==> src/rtl/pps_pkg.sv <==
// Purpose: shared constants and types for the port power sequencer
// Assumes: 200 MHz logic clock
// Notes: register indices are printed offsets; byte address is offset
package pps_pkg;

	localparam int PPS_NPORT = 4;
	localparam int PPS_CLK_MHZ = 200;

	// --------------------------------------------------------------
	// register offsets
	// --------------------------------------------------------------
	localparam logic [7:0] PPS_A_EVT_RO = 8'h04; // class/det events
	localparam logic [7:0] PPS_A_EVT_COR = 8'h05; // same, clear-on-read
	localparam logic [7:0] PPS_A_FLT_RO = 8'h08; // fault events
	localparam logic [7:0] PPS_A_FLT_COR = 8'h09; // same, clear-on-read
	localparam logic [7:0] PPS_A_PWR_EVT = 8'h06; // power-change events
	localparam logic [7:0] PPS_A_STAT0 = 8'h0c; // port status, 0c..0f
	localparam logic [7:0] PPS_A_PWR_STAT = 8'h10; // powered / good
	localparam logic [7:0] PPS_A_CFG = 8'h13; // ac disconnect enable
	localparam logic [7:0] PPS_A_TIM = 8'h16; // fault period, duty
	localparam logic [7:0] PPS_A_PWR_CMD = 8'h19; // on[3:0] off[7:4]
	localparam logic [7:0] PPS_A_RST = 8'h1a; // port/device reset
	localparam logic [7:0] PPS_A_GATE = 8'h23; // gate charge current
	localparam logic [7:0] PPS_A_ILIM = 8'h27; // current limit set
	localparam logic [7:0] PPS_A_TFLT = 8'h28; // fault period fine
	localparam logic [7:0] PPS_A_RSTR = 8'h2a; // auto-restart enable

	// --------------------------------------------------------------
	// field positions and reset values
	// --------------------------------------------------------------
	localparam int PPS_F_CLASS_LO = 4;
	localparam int PPS_F_CLDONE_LO = 4;
	localparam int PPS_F_SWRST = 4;
	localparam int PPS_F_TFLT_LO = 2;
	localparam int PPS_F_DUTY_LO = 6;
	localparam int PPS_F_HI_NIB = 4;
	localparam int PPS_F_GATE_LO = 5;
	localparam int PPS_F_IVC_LO = 4;
	localparam logic [7:0] PPS_RST_TIM = 8'h00;
	localparam logic [7:0] PPS_RST_REG = 8'h00;

	// --------------------------------------------------------------
	// timing
	// --------------------------------------------------------------
	localparam int PPS_GUARD_US_X10 = 5; // 0.5 ms, in tenths of ms
	localparam int PPS_GUARD_CYC = PPS_GUARD_US_X10 * 100 * PPS_CLK_MHZ;
	localparam int PPS_POWER_GOOD_US = 1000;
	localparam int PPS_POWER_GOOD_CYC = PPS_POWER_GOOD_US * PPS_CLK_MHZ;
	localparam int PPS_START_US = 60000;
	localparam int PPS_START_CYC = PPS_START_US * PPS_CLK_MHZ;
	localparam int PPS_FLT_TICK_CYC = 200; // one fault-counter step
	localparam int PPS_DISC_US = 300000;
	localparam int PPS_DISC_CYC = PPS_DISC_US * PPS_CLK_MHZ;

	// class current in 0.25 mA steps from the front end
	localparam logic [7:0] PPS_C1_MIN = 8'h20; // 8 mA
	localparam logic [7:0] PPS_C2_MIN = 8'h40; // 16 mA
	localparam logic [7:0] PPS_C3_MIN = 8'h64; // 25 mA
	localparam logic [7:0] PPS_C4_MIN = 8'h8c; // 35 mA
	localparam logic [7:0] PPS_C4_MAX = 8'hb4; // 45 mA

	typedef enum logic [2:0] {
		PPS_IDLE = 3'b000,
		PPS_WAIT = 3'b001,
		PPS_START = 3'b011,
		PPS_PWR = 3'b010,
		PPS_OFFQ = 3'b110
	} pps_state_t;

	typedef struct packed {
		logic class_done; // pulse, end of classification
		logic [7:0] class_ma4; // measured class current
		logic output_ok; // output within range
		logic in_limit; // current limiter active
		logic over_fault; // sense above fault threshold
		logic over_class; // current above class maximum
	} pps_sense_t;

	typedef struct packed {
		logic [7:0] addr;
		logic [7:0] wdata;
		logic wr;
		logic rd;
	} pps_bus_t;

endpackage

==> src/rtl/pps_sequencer.sv <==
// Purpose: per-port power sequencing and fault logic, four ports
// Assumes: analogue front ends deliver synchronous sense levels
// Notes: one port turns on and one turns off at a time, lowest index first, except emergency turn-offs
//
// Summary of operation
// - classification end sets class-done flag [7:4] and class field [6:4].
// - class-done clears on read through 05h or on port reset.
// - powering down clears class-done flag and class status.
// - class code from current bands; gaps map to class 0.
// - turn-on grant (entering start-up) resets start-up and disconnect timers.
// - power only when no port turning on and fault counter zero.
// - with ac disconnect enabled, oscillator failure blocks power.
// - power-good after output-ok outlasts delay; clears at once.
// - power-change event on up or down; powered bit follows.
// - 0.5 ms guard after shutdown blocks other turn-offs, except emergency.
// - simultaneous requests serialised, lowest port first, except emergency turn-offs.
// - power-off command bit removes port power.
// - limiter still active at start-up expiry: off and start-up fault.
// - fault counter counts up over threshold, down slower below.
// - counter at limit powers off and sets overcurrent fault.
// - fault period from 16h[3:2] and 28h[7:4].
// - current limit setting from 27h[7:4].
// - after overcurrent off with restart, counter drains before re-power.
// - current above class maximum sets class-overcurrent flag in 09h.
// - gate charge current setting from 23h[7:5].
// - port reset bit in 1Ah[3:0] powers off and clears its registers.
// - 1Ah[4] resets the whole device, an emergency shutdown.
`timescale 1ns/10ps

module pps_sequencer
	import pps_pkg::*;
#(
	parameter int START_CYC = PPS_START_CYC,
	parameter int POWER_GOOD_CYC = PPS_POWER_GOOD_CYC,
	parameter int DISC_CYC = PPS_DISC_CYC
) (
	input wire logic clk, // 200 MHz logic clock
	input wire logic resetn, // synchronous reset, low active
	input wire pps_pkg::pps_bus_t bus, // register port request
	output logic [7:0] rdata, // read data, cycle after strobe
	input wire pps_pkg::pps_sense_t [3:0] sense, // per-port front end
	input wire logic oscillator_failure, // ac oscillator bad
	input wire logic main_supply_lockout, // main supply low
	input wire logic logic_supply_lockout, // logic supply low
	input wire logic thermal_shutdown, // die over temperature
	output logic [3:0] gate_on, // power switch enable per port
	output logic [3:0] power_good, // qualified output good
	output logic [3:0] ilim_set, // current limit setting
	output logic [2:0] gate_current // gate charge setting
);
	import pps_pkg::*;

	// ------------------------------------------------------------
	// helpers
	// ------------------------------------------------------------
	function automatic logic [2:0] class_code(input logic [7:0] i);
		if (i >= PPS_C4_MIN && i <= PPS_C4_MAX) return 3'h4;
		if (i >= PPS_C3_MIN && i <= PPS_C4_MIN - 8'h10) return 3'h3;
		if (i >= PPS_C2_MIN && i <= PPS_C3_MIN - 8'h10) return 3'h2;
		if (i >= PPS_C1_MIN && i <= PPS_C2_MIN - 8'h0c) return 3'h1;
		return 3'h0;
	endfunction

	// strobe-qualified address decode, shared by every clear-on-read flag
	function automatic logic hit(input logic [7:0] a, input logic b);
		return b && bus.addr == a;
	endfunction

	// ------------------------------------------------------------
	// configuration registers
	// ------------------------------------------------------------
	logic [7:0] acd_r, tim_r, gate_r, ilim_r, tflt_r, rstr_r;
	logic emerg;
	logic soft_rst;
	logic [3:0] port_rst;
	logic [3:0] off_cmd;
	logic [3:0] on_cmd;

	assign soft_rst = bus.wr && bus.addr == PPS_A_RST &&
		bus.wdata[PPS_F_SWRST];
	assign port_rst = (bus.wr && bus.addr == PPS_A_RST) ?
		bus.wdata[3:0] : 4'h0;
	assign off_cmd = (bus.wr && bus.addr == PPS_A_PWR_CMD) ?
		bus.wdata[7:4] : 4'h0;
	assign on_cmd = (bus.wr && bus.addr == PPS_A_PWR_CMD) ?
		bus.wdata[3:0] : 4'h0;
	// emergency sources skip the turn-off guard
	assign emerg = !resetn || soft_rst || main_supply_lockout ||
		logic_supply_lockout || thermal_shutdown;

	always_ff @(posedge clk) begin
		if (!resetn || soft_rst) begin
			acd_r <= PPS_RST_REG;
			tim_r <= PPS_RST_TIM;
			gate_r <= PPS_RST_REG;
			ilim_r <= PPS_RST_REG;
			tflt_r <= PPS_RST_REG;
			rstr_r <= PPS_RST_REG;
		end else if (bus.wr) begin
			case (bus.addr)
				PPS_A_CFG: acd_r <= bus.wdata;
				PPS_A_TIM: tim_r <= bus.wdata;
				PPS_A_GATE: gate_r <= bus.wdata;
				PPS_A_ILIM: ilim_r <= bus.wdata;
				PPS_A_TFLT: tflt_r <= bus.wdata;
				PPS_A_RSTR: rstr_r <= bus.wdata;
				default: ;
			endcase
		end
	end

	always_ff @(posedge clk) begin
		if (!resetn) begin
			ilim_set <= 4'h0;
			gate_current <= 3'h0;
		end else begin
			ilim_set <= ilim_r[PPS_F_HI_NIB +: 4];
			gate_current <= gate_r[PPS_F_GATE_LO +: 3];
		end
	end

	// fault limit: coarse field times 16 plus fine field plus one, never zero
	logic [7:0] flt_lim;
	assign flt_lim = {2'h0, tim_r[PPS_F_TFLT_LO +: 2], 4'h0} +
		{4'h0, tflt_r[PPS_F_HI_NIB +: 4]} + 8'h01;
	// duty field picks the tick phase of each down step; the drain rate is unchanged
	logic [1:0] duty;
	assign duty = tim_r[PPS_F_DUTY_LO +: 2];

	// ------------------------------------------------------------
	// shared sequencing
	// ------------------------------------------------------------
	pps_state_t st_r [4];
	logic [3:0] want_on, want_off;
	logic [3:0] grant_on, grant_off;
	logic any_starting;
	logic [16:0] guard_r;
	logic [3:0] powered_r, pchg_r, cdone_r, sfault_r, ofault_r, ivc_r;
	logic [2:0] class_r [4];

	always_comb begin
		any_starting = 1'b0;
		for (int p = 0; p < PPS_NPORT; p++)
			if (st_r[p] == PPS_START) any_starting = 1'b1;
	end

	// fixed priority, lowest port wins
	always_comb begin
		grant_on = 4'h0;
		grant_off = 4'h0;
		for (int p = PPS_NPORT - 1; p >= 0; p--) begin
			if (want_on[p] && !any_starting) grant_on = 4'h1 << p;
			if (want_off[p] && (guard_r == 17'h0 || emerg))
				grant_off = 4'h1 << p;
		end
		if (emerg) grant_off = want_off;
	end

	always_ff @(posedge clk) begin
		if (!resetn || soft_rst)
			guard_r <= 17'h0;
		else if (grant_off != 4'h0)
			guard_r <= 17'(PPS_GUARD_CYC);
		else if (guard_r != 17'h0)
			guard_r <= guard_r - 17'h1;
	end

	// ------------------------------------------------------------
	// per-port logic
	// ------------------------------------------------------------
	genvar g;
	generate
		for (g = 0; g < PPS_NPORT; g++) begin : g_port
			logic [31:0] tmr_r, pg_r, disc_r;
			logic [7:0] fcnt_r, tick_r;
			logic drain_r;
			logic stop;

			assign stop = port_rst[g] || off_cmd[g] || emerg ||
				(acd_r[g] && oscillator_failure);
			// a stopping port is never granted, else the gate would rise
			// while the state machine drops back to idle
			assign want_on[g] = st_r[g] == PPS_WAIT &&
				fcnt_r == 8'h0 && !stop;
			assign want_off[g] = st_r[g] == PPS_OFFQ;

			always_ff @(posedge clk) begin
				if (!resetn || soft_rst) begin
					st_r[g] <= PPS_IDLE;
					tmr_r <= 32'h0;
					disc_r <= 32'h0;
				end else begin
					case (st_r[g])
						PPS_IDLE:
							if (on_cmd[g]) st_r[g] <= PPS_WAIT;
						PPS_WAIT:
							if (stop) st_r[g] <= PPS_IDLE;
							else if (grant_on[g]) begin
								st_r[g] <= PPS_START;
								tmr_r <= 32'h0;
								disc_r <= 32'h0;
							end
						PPS_START: begin
							tmr_r <= tmr_r + 32'h1;
							if (stop || (tmr_r >= 32'(START_CYC) &&
								sense[g].in_limit))
								st_r[g] <= PPS_OFFQ;
							else if (tmr_r >= 32'(START_CYC))
								st_r[g] <= PPS_PWR;
						end
						PPS_PWR: begin
							if (disc_r < 32'(DISC_CYC))
								disc_r <= disc_r + 32'h1;
							if (stop || fcnt_r >= flt_lim)
								st_r[g] <= PPS_OFFQ;
						end
						PPS_OFFQ:
							if (grant_off[g]) st_r[g] <= PPS_IDLE;
						default: st_r[g] <= PPS_IDLE;
					endcase
				end
			end

			// gate drives from start-up until the turn-off grant
			always_ff @(posedge clk) begin
				if (!resetn || soft_rst)
					gate_on[g] <= 1'b0;
				else if (grant_on[g])
					gate_on[g] <= 1'b1;
				else if (grant_off[g])
					gate_on[g] <= 1'b0;
			end

			// overcurrent counter, up fast, down one step per tick
			always_ff @(posedge clk) begin
				if (!resetn || soft_rst) begin
					fcnt_r <= 8'h0;
					tick_r <= 8'h0;
					drain_r <= 1'b0;
				end else begin
					tick_r <= (tick_r >= 8'(PPS_FLT_TICK_CYC)) ?
						8'h0 : tick_r + 8'h1;
					if (st_r[g] == PPS_PWR && fcnt_r >= flt_lim)
						drain_r <= rstr_r[g];
					if (st_r[g] == PPS_PWR && sense[g].over_fault) begin
						if (fcnt_r < flt_lim)
							fcnt_r <= fcnt_r + 8'h1;
					end else if (st_r[g] == PPS_PWR || drain_r) begin
						if (tick_r == {duty, 6'h0} && fcnt_r != 8'h0)
							fcnt_r <= fcnt_r - 8'h1;
					end else if (port_rst[g] || !rstr_r[g])
						fcnt_r <= 8'h0;
					if (fcnt_r == 8'h0) drain_r <= 1'b0;
				end
			end

			// power-good qualification
			always_ff @(posedge clk) begin
				if (!resetn || soft_rst || !sense[g].output_ok ||
					!gate_on[g]) begin
					pg_r <= 32'h0;
					power_good[g] <= 1'b0;
				end else if (pg_r > 32'(POWER_GOOD_CYC))
					power_good[g] <= 1'b1;
				else
					pg_r <= pg_r + 32'h1;
			end

			// events and status
			always_ff @(posedge clk) begin
				if (!resetn || soft_rst || port_rst[g]) begin
					cdone_r[g] <= 1'b0;
					class_r[g] <= 3'h0;
					pchg_r[g] <= 1'b0;
					powered_r[g] <= 1'b0;
					sfault_r[g] <= 1'b0;
					ofault_r[g] <= 1'b0;
					ivc_r[g] <= 1'b0;
				end else begin
					if (sense[g].class_done) begin
						cdone_r[g] <= 1'b1;
						class_r[g] <= class_code(sense[g].class_ma4);
					end else if (grant_off[g]) begin
						cdone_r[g] <= 1'b0;
						class_r[g] <= 3'h0;
					end else if (hit(PPS_A_EVT_COR, bus.rd))
						cdone_r[g] <= 1'b0;
					if (grant_on[g] || grant_off[g])
						pchg_r[g] <= 1'b1;
					else if (hit(PPS_A_PWR_EVT, bus.rd))
						pchg_r[g] <= 1'b0;
					if (grant_on[g]) powered_r[g] <= 1'b1;
					else if (grant_off[g]) powered_r[g] <= 1'b0;
					if (st_r[g] == PPS_START && tmr_r >= 32'(START_CYC) &&
						sense[g].in_limit)
						sfault_r[g] <= 1'b1;
					else if (hit(PPS_A_FLT_COR, bus.rd))
						sfault_r[g] <= 1'b0;
					if (st_r[g] == PPS_PWR && fcnt_r >= flt_lim)
						ofault_r[g] <= 1'b1;
					else if (hit(PPS_A_FLT_COR, bus.rd))
						ofault_r[g] <= 1'b0;
					if (powered_r[g] && sense[g].over_class)
						ivc_r[g] <= 1'b1;
					else if (hit(PPS_A_FLT_COR, bus.rd))
						ivc_r[g] <= 1'b0;
				end
			end
		end
	endgenerate

	// ------------------------------------------------------------
	// read port
	// ------------------------------------------------------------
	always_ff @(posedge clk) begin
		if (!resetn)
			rdata <= 8'h0;
		else if (!bus.rd)
			rdata <= 8'h0;
		else begin
			case (bus.addr)
				PPS_A_EVT_RO, PPS_A_EVT_COR:
					rdata <= {cdone_r, 4'h0};
				PPS_A_FLT_RO, PPS_A_FLT_COR:
					rdata <= {ivc_r, ofault_r | sfault_r};
				PPS_A_PWR_EVT: rdata <= {4'h0, pchg_r};
				PPS_A_STAT0: rdata <= {1'b0, class_r[0], 4'h0};
				PPS_A_STAT0 + 8'h1: rdata <= {1'b0, class_r[1], 4'h0};
				PPS_A_STAT0 + 8'h2: rdata <= {1'b0, class_r[2], 4'h0};
				PPS_A_STAT0 + 8'h3: rdata <= {1'b0, class_r[3], 4'h0};
				PPS_A_PWR_STAT: rdata <= {power_good, powered_r};
				PPS_A_CFG: rdata <= acd_r;
				PPS_A_TIM: rdata <= tim_r;
				PPS_A_GATE: rdata <= gate_r;
				PPS_A_ILIM: rdata <= ilim_r;
				PPS_A_TFLT: rdata <= tflt_r;
				PPS_A_RSTR: rdata <= rstr_r;
				default: rdata <= 8'h0;
			endcase
		end
	end

endmodule // pps_sequencer

==> config.mk <==
export PLATFORM = sky130hd
export DESIGN_NAME = pps_sequencer
export DESIGN_NICKNAME = d
export VERILOG_FILES = /design/src/rtl/pps_pkg.sv /design/src/rtl/pps_sequencer.sv
export SDC_FILE = /design/constraint.sdc
export NUM_CORES = 1
export LEC_CHECK = 0
export BUFFER_PORTS_ARGS = -buffer_cell sky130_fd_sc_hd__buf_2
export CORE_ASPECT_RATIO = 0.9
export CORE_MARGIN = 3
export CORE_UTILIZATION = 35
export DETAILED_ROUTE_END_ITERATION = 10
export PLACE_DENSITY_LB_ADDON = 0.08
export SETUP_SLACK_MARGIN = 0.15
export SLEW_MARGIN = 20
export SYNTH_ARGS = -nofsm -noshare
export SYNTH_HDL_FRONTEND = slang
export SYNTH_SLANG_ARGS = --single-unit
==> constraint.sdc <==
create_clock -name clk -period 5.5 [get_ports clk]
set_input_delay 0.55 -clock clk [delete_from_list [all_inputs] [get_ports clk]]
set_output_delay 0.55 -clock clk [all_outputs]
set_load 0.05 [all_outputs]
# ---- Word level (Yosys, flattened, before mapping)
# Memory sizes are Yosys's and may differ from the RTL's.
# Index checks and enable logic that the tools add are counted.
dict set report totals {
  wordCells 854
  n_memories 2
  register_bits 436
  ramBits 24
  in_bits 76
}
dict set report op_classes {
  n_lt_le_gt_ge 52
  reduce_logical 215
  n_mux 404
  eq_ne 54
  addsub 23
  n_bitwise 41
}
# memory words word_bits rd rd_clocked_by_memory_dff wr line
set memory_table {}
lappend memory_table {class_r 4 3 4 0 4 pps_sequencer.sv:139} ;# logic [2:0] class_r [4];
lappend memory_table {st_r 4 3 4 0 4 pps_sequencer.sv:133} ;# pps_state_t st_r [4];
# op n
set op_table {}
lappend op_table {{two-way mux 1 bit} 277}
lappend op_table {{adder 32 x 1 -> 32 bit (second input constant)} 8}
lappend op_table {{two-way mux 32 bit} 8}
lappend op_table {{one-hot mux 32 bit (2 select lines)} 4}
lappend op_table {{two-way mux 3 bit} 80}
lappend op_table {{two-way mux 8 bit} 20}
lappend op_table {{greater-or-equal comparator 32 x 24 -> 1 bit (second input constant)} 4}
lappend op_table {{> comparator 32 x 18 -> 1 bit (second input constant)} 4}
lappend op_table {{one-hot mux 8 bit (14 select lines)} 1}
lappend op_table {{logical AND 1 bit} 70}
lappend op_table {{adder 8 x 1 -> 8 bit (second input constant)} 8}
lappend op_table {{greater-or-equal comparator 8 x 7 -> 1 bit (second input constant)} 8}
lappend op_table {{greater-or-equal comparator 8 bit (second input constant)} 8}
lappend op_table {{less-or-equal comparator 8 x 7 -> 1 bit (second input constant)} 8}
lappend op_table {{nonzero test 2 bit} 25}
lappend op_table {{logical OR 1 bit} 49}
lappend op_table {{equality test 8 x 4 -> 1 bit (second input constant)} 6}
lappend op_table {{two-way mux 4 bit} 12}
lappend op_table {{equality test 8 x 5 -> 1 bit (second input constant)} 5}
lappend op_table {{bitwise OR 1 bit} 40}
lappend op_table {{two-way mux 17 bit} 2}
lappend op_table {{equality test 8 x 6 -> 1 bit (second input constant)} 4}
lappend op_table {{equality test 8 bit} 4}
lappend op_table {{greater-or-equal comparator 8 x 6 -> 1 bit (second input constant)} 4}
lappend op_table {{other kinds (28)} 130}

# ---- Logic depth before layout (Yosys ltp)
# Gate-level depths: netlist of the first run.
dict set report logic_depth {
  word_depth 27
  mapped_depth 12
  depth_no_buf 11
}

# ---- Worst setup path after synthesis of the first run
# No wires, ideal clock.
dict set report synth_timing {
  kind {input-to-reg}
  from {in bus[15] (netlist name)}
  to {mem st_r[3][0] (netlist name), enable pin}
  t_arrival_ns 2.890
  required_time_ns 5.233
  path_stages 8
  path_buffers 2
  path_slack_ns 2.344
  setup_time_ns 0.267
  cell_sequence {or4b_4 -> buf_6 -> o41ai_1 -> clkbuf_1 -> nor2_1 -> a32oi_1 -> o211ai_1 -> or3b_2}
}
# item line
set synth_lines {}
lappend synth_lines {{start: declaration} pps_sequencer.sv:39} ;# input wire pps_pkg::pps_bus_t bus,
lappend synth_lines {{end: declaration} pps_sequencer.sv:133}

==> flow_summary.json, run 1 <==
{
  "status": "finished, final reports clean",
  "yosysMostFrequentCell": "dfxtp_1",
  "cts.sinks": 460,
  "rr_endpoint": "g_port[1].tmr_r[23]$_SDFFE_PN0P_",
  "post-cts-setup-buffer-count": 0,
  "cts_tree": "yes",
  "async_flop_share_pct": 0,
  "required_ns": 6.01,
  "setup_viol": 0,
  "wire_per_inst_um": 17.8,
  "hold_viol_final": 0,
  "final_area_um2": 26100,
  "ys_top_cells_by_area": "dfxtp_1, a21oi_1, nand2_1, nor2_1, ha_1",
  "worstSetupStartpointType": "register",
  "drv_slew": 0,
  "dp_slack_ns": 1.44,
  "hpwl_um": 46900,
  "fin_nets": 2968,
  "syn-num-nets": 2920,
  "worstSetupStartpoint": "st_r[1][2]$_SDFFCE_PP0P_",
  "netlist_area_um2": 23000,
  "synth-edff-count": 24,
  "cp.arrival_ns": 4.28,
  "cts.path.max_buffers": 3,
  "fin_ws_ns": 1.73,
  "cts_htree_levels": 2,
  "worstPathMaxFanout": 25,
  "max-vdd-ir-drop_uv": 263,
  "clk_latency_ns": 0.60,
  "die_x_um": 276,
  "postCtsHoldBufs": 0,
  "num_vias": 20768,
  "yosys_warnings": 0,
  "drive_above_1_share_pct": 8.89,
  "coreArea_um2": 64500,
  "drt_first_pass_iters": 6,
  "wl_met1_um": 32700,
  "ys_types": 84,
  "rr_startpoint": "st_r[1][2]$_SDFFCE_PP0P_",
  "rsz0062_at_grt": "false",
  "clock-skew-final_ns": 0.0249,
  "r2r_slack_ns": 1.73,
  "met2_length_um": 28600,
  "synth-seq-cells": 460,
  "synthCells": 2778,
  "worst_pin_slew_ns": 1.06,
  "r2r_cells": 9,
  "yosys.area.top_type": "dfxtp_1",
  "routed.top_layer": "met5",
  "synth_top_area_share_pct": 38.0,
  "utilization_pct": 40.5,
  "clockRootBuffer": "clkbuf_16",
  "clk_pin_slew_worst_paths_ns": 0.06,
  "dr_wl_met3_um": 3670,
  "drv_cap": 0,
  "power.leakage_nw": 9.17,
  "io_pins": 99,
  "antenna_found_initial": 4,
  "fin_hold_ws_ns": 0.197,
  "path_class": "reg2reg",
  "globalplace.congestion": 0.826,
  "port-buffer-count": 98,
  "ys_seq_area_share_pct": 41.1,
  "final.fill_count": 6559,
  "syn2layout_area_growth_pct": 13.8,
  "end_kind": "register",
  "die-height_um": 249,
  "cts_inserted_buffers": 52,
  "total_power_mw": 9.75,
  "detail-route-antenna-nets": 0,
  "initial_core_util_pct": 35.6,
  "vias_per_cell": 5.58,
  "synth-main-ff-cell": "dfxtp_1",
  "drcViolationCount": 0,
  "syn_avg_cell_area_um2": 8.27,
  "timing.fmax_ghz": 0.265,
  "layout.cells.non_filler": 3725,
  "timing.final.crit_share_pct": 68.5,
  "grt_max_degree": 74,
  "endpoint": "g_port[1].tmr_r[23]$_SDFFE_PN0P_",
  "drtIter0Drc": 1578,
  "timing.max_slew.rel_slack_pct": 28.8,
  "tns_ns": 0,
  "grt_pass1_wl_um": 107000,
  "postPlaceCellArea_um2": 24300,
  "die-area_um2": 68700,
  "power_density_nw_per_um2": 373,
  "gr-total-overflow": 0,
  "place_inst": 3626,
  "yosys-top-cells-count": "dfxtp_1, nand2_1, nor2_1, a21oi_1, nand3_1",
  "wl_um": 66200,
  "grt.total_usage_pct": 18.6,
  "num_rows": 88,
  "ctsResizeCount": 0,
  "grt_pass1_vias": 19589,
  "hp-class": "in2reg",
  "min_period_ns": 3.77
}
-- layer usage --
metal  global-route usage (%)  vias to the layer above
met1                     27.0                     9939
met3                     2.91                       87
met5                        0                        -
met2                     28.9                      446
met4                     4.27                        2
li1                         -                    10294
-- state kept, by name, summed over array words and instances (netlist names), 12 cells and up --
name,count
g_port.tick_r,32
g_port.fcnt_r,32
guard_r,17
g_port.pg_r,128
st_r,12
class_r,12
g_port.tmr_r,128
-- worst min-delay path by stage --
stage                                              start                              to  slack (ns)  cells past startpoint
after floorplan           g_port[2].tick_r[0]$_SDFF_PP0_  g_port[2].tick_r[0]$_SDFF_PP0_        0.43                      1
after global placement    g_port[2].tick_r[0]$_SDFF_PP0_  g_port[2].tick_r[0]$_SDFF_PP0_        0.44                      1
after detailed placement        ofault_r[0]$_SDFFE_PP0P_        ofault_r[0]$_SDFFE_PP0P_        0.44                      2
after CTS                                      sense[38]         cdone_r[2]$_SDFFE_PP0P_        0.16                      3
after global routing                           sense[38]         cdone_r[2]$_SDFFE_PP0P_        0.18                      3
final                                          sense[25]         cdone_r[1]$_SDFFE_PP0P_        0.20                      3
-- layout by cell type (no fill, tap or decap), drive strengths merged, types with 78 or more instances in the layout --
| cell | synthesis | routed |
|---|---|---|
| dfxtp | 436 | 436 |
| nand2 | 293 | 293 |
| nor2 | 258 | 258 |
| a21oi | 222 | 222 |
| nand3 | 162 | 162 |
| o21ai | 136 | 136 |
| buf | 17 | 125 |
| and2 | 82 | 82 |
| inv | 78 | 79 |
| or3 | 78 | 78 |
-- cells by family (layout without fill, tap and decap cells) --
| kind of cell | Yosys count | after routing | share of synthesized area [%] |
|---|---|---|---|
| AO/OA/AOI/OAI | 633 | 633 | 17.7 |
| XOR/XNOR | 111 | 111 | 4.23 |
| adder cells (fa/ha/maj) | 66 | 66 | 3.60 |
| multiplexers | 28 | 28 | 1.29 |
| flip-flops | 460 | 460 | 41.1 |
| AND/OR/NAND/NOR | 1271 | 1271 | 28.5 |
| other | 0 | 1 | 0 |
| buffers and inverters | 209 | 300 | 3.54 |
-- layout make-up --
| type | instances | area (um^2) | share of cell area (%) |
|---|---|---|---|
| timing repair buffer | 125 | 726 | 2.78 |
| tap | 855 | 1070 | 4.09 |
| clock inverter | 37 | 425 | 1.63 |
| clock buffer | 60 | 1380 | 5.29 |
| multi-input combinational | 2109 | 12800 | 48.9 |
| inverter | 78 | 293 | 1.12 |
| antenna | 1 | 2.50 | 0.00958 |
| sequential | 460 | 9450 | 36.2 |
-- critical path, stage by stage, from the launching register on --
cell and delay (ns):
edfxtp_1 0.48, nand3b_1 0.14, buf_4 0.33, nand4_1 0.31, nor3_1 0.55, o211ai_2 0.53, buf_4 0.37, a211o_1 0.43
or3_1 0.39, a21oi_1 0.14
-- report_power, final --
part	total, mW	internal [mW]	switching, mW
Combinational	2.15	0.836	1.32
Sequential	3.91	3.59	0.320
Clock	3.69	2.22	1.46
Note: power is estimated with default switching activity, not from simulation.
==> run 2, diff against run 1 <==
==> constraint.sdc (replaced) <==
create_clock -name clk -period 3.4 [get_ports clk]
set_input_delay 0.34 -clock clk [delete_from_list [all_inputs] [get_ports clk]]
set_output_delay 0.34 -clock clk [all_outputs]
set_load 0.05 [all_outputs]
==> run 2 against run 1 <==
  * Count of clock-buffer cells in the layout rose by 16
  * Routed wire length rose by 3.0%
  * Sequential cell count did not move
  * Clock skew fell by 0.0065 ns
  * Die area did not move
  * Largest cell class unchanged
==> flow_summary.json, run 2 (same netlist as run 1, synthesis figures left out) <==
{
  "rr_startpoint": "st_r[1][0]$_SDFFCE_PP0P_",
  "clk_latency_ns": 0.60,
  "utilization_pct": 41.5,
  "tns_ns": 0,
  "top_usage_layer": "met2",
  "syn2layout_area_growth_pct": 16.5,
  "clk_pin_slew_worst_paths_ns": 0.07,
  "min_period_ns": 3.10,
  "clock-skew-final_ns": 0.0185,
  "fin_nets": 3045,
  "met2_usage_pct": 28.8,
  "gr-total-overflow": 0,
  "hold_start": "sense[0]",
  "grt.total_usage_pct": 19.0,
  "cp.arrival_ns": 3.62,
  "drcViolationCount": 0,
  "drt_first_pass_iters": 6,
  "cts.path.max_buffers": 3,
  "setup_viol": 0,
  "drv_cap": 0,
  "timing.fmax_ghz": 0.323,
  "die-area_um2": 68700,
  "r2r_cells": 7,
  "path_class": "reg2reg",
  "cts_tree": "yes",
  "top_regs": "g_port.pg_r: 128 flops, g_port.tmr_r: 128 flops",
  "worstHoldPathCells": 3,
  "clockRootBuffer": "clkbuf_16",
  "num_rows": 88,
  "grt_pass1_vias": 19634,
  "cts.sinks": 460,
  "initial_core_util_pct": 35.6,
  "wire_per_inst_um": 18.0,
  "holdPathEnd": "ivc_r[0]$_SDFFE_PP0P_",
  "cts_inserted_buffers": 52,
  "antenna_found_initial": 2,
  "worst_pin_slew_ns": 0.889,
  "timing.max_slew.rel_slack_pct": 40.5,
  "drv_slew": 0,
  "die-height_um": 249,
  "final_common_cell": "dfxtp_1",
  "power.leakage_nw": 9.54,
  "final.fill_count": 6571,
  "use_met3_pct": 3.06,
  "worstSetupStartpointType": "register",
  "required_ns": 3.93,
  "grt_max_degree": 82,
  "hold_viol_final": 0,
  "hpwl_um": 48900,
  "timing.final.crit_share_pct": 91.0,
  "end_kind": "register",
  "hp-class": "in2reg",
  "diodes": 0,
  "max-vdd-ir-drop_uv": 356,
  "vias_per_cell": 5.56,
  "cts_htree_levels": 2,
  "status": "finished, final reports clean",
  "drive_above_1_share_pct": 11.2,
  "globalplace.congestion": 0.861,
  "grt_pass1_wl_um": 108000,
  "die_x_um": 276,
  "power_density_nw_per_um2": 595,
  "worstPathMaxFanout": 9,
  "grt_use_met1_pct": 27.9,
  "drtIter0Drc": 1751,
  "coreArea_um2": 64500,
  "detail-route-antenna-nets": 0,
  "num_vias": 21101,
  "wl_um": 68200,
  "r2r_slack_ns": 0.30,
  "mostFrequentLayoutCells": "dfxtp_1, nand2_1, nor2_1",
  "port-buffer-count": 98,
  "fin_hold_ws_ns": 0.0353,
  "io_pins": 99,
  "rsz0062_at_grt": "false",
  "rr_endpoint": "g_port[0].tmr_r[31]$_SDFFE_PN0P_"
}
==> run 2: cell count changes in the layout (fill, tap and decap cells not counted), moves of 4 or more <==
cell,before,now
buf_12,1,8
buf_4,25,92
bufinv_16,9,5
clkbuf_1,4,14
clkbuf_8,3,7
clkinv_1,9,0
clkinv_2,13,8
dlygate4sd3_1,0,4
==> run 2: what timing repair did <==
action	4_1_cts	5_1_grt
hold endpoints to repair	4	0
hold buffers	4	0
gates resized for setup	0	10
setup endpoints to repair	0	22
buffers inserted	0	3
==> run 2: per-stage QoR <==
step / instance area (um^2) / std cells / setup WS (ns) / total power [mW]
floorplan: 23000 / 2778 / 0.271 / 8.86
global placement: 24900 / 3697 / 0.188 / 10.0
detailed placement: 24900 / 3697 / 0.0574 / 10.1
CTS: 26700 / 3795 / 0.207 / 16.0
global route: 26800 / 3798 / 0.182 / 16.8
finish: 26800 / 3798 / 0.305 / 15.9
==> run 2: how the worst max path moves through the flow <==
stage / to / from / cells after the start
finish: g_port[0].tmr_r[31]$_SDFFE_PN0P_ / st_r[1][0]$_SDFFCE_PP0P_ / 7
global route: g_port[3].tmr_r[6]$_SDFFE_PN0P_ / g_port[2].fcnt_r[0]$_SDFFE_PN0P_ / 12
CTS: st_r[0][0]$_SDFFCE_PP0P_ / tim_r[2]$_SDFFE_PN0P_ / 11
detailed placement: g_port[1].tmr_r[31]$_SDFFE_PN0P_ / main_supply_lockout / 10
global placement: g_port[3].tmr_r[17]$_SDFFE_PN0P_ / bus[15] / 10
floorplan: st_r[0][0]$_SDFFCE_PP0P_ / tflt_r[6]$_SDFFE_PN0P_ / 10
==> run 2: area by class of cell <==
cell class | instances | area, um^2 | area share (%)
multi-input cells | 2109 | 12800 | 47.8
flip-flops and latches | 460 | 9450 | 35.3
clock buffers | 76 | 1530 | 5.70
repair buffers | 202 | 1380 | 5.16
well taps | 855 | 1070 | 4.00
inverters | 78 | 293 | 1.09
clock inverters | 18 | 249 | 0.930
==> run 2: layer usage <==
layer | share of wire (%) | up-vias | wire [um]
met4 | 2.2 | 4 | 1470
met5 | 0.034 | - | 23
met3 | 5.9 | 95 | 4040
li1 | - | 10432 | -
met1 | 49 | 10042 | 33700
met2 | 42 | 528 | 28900
==> run 2: worst max-delay path, stage by stage (launching register included) <==
cell,delay [ns]
edfxtp_1,0.53
and3b_2,0.38
nor4_2,0.33
and4_1,0.37
a21oi_1,0.19
or4_1,0.68
or3_1,0.39
a21oi_1,0.15
==> run 2: where the power goes <==
part           switching (mW)  internal (mW)
clock network            2.37           3.50
logic                    2.26           1.50
registers               0.478           5.81
total                    5.11           10.8
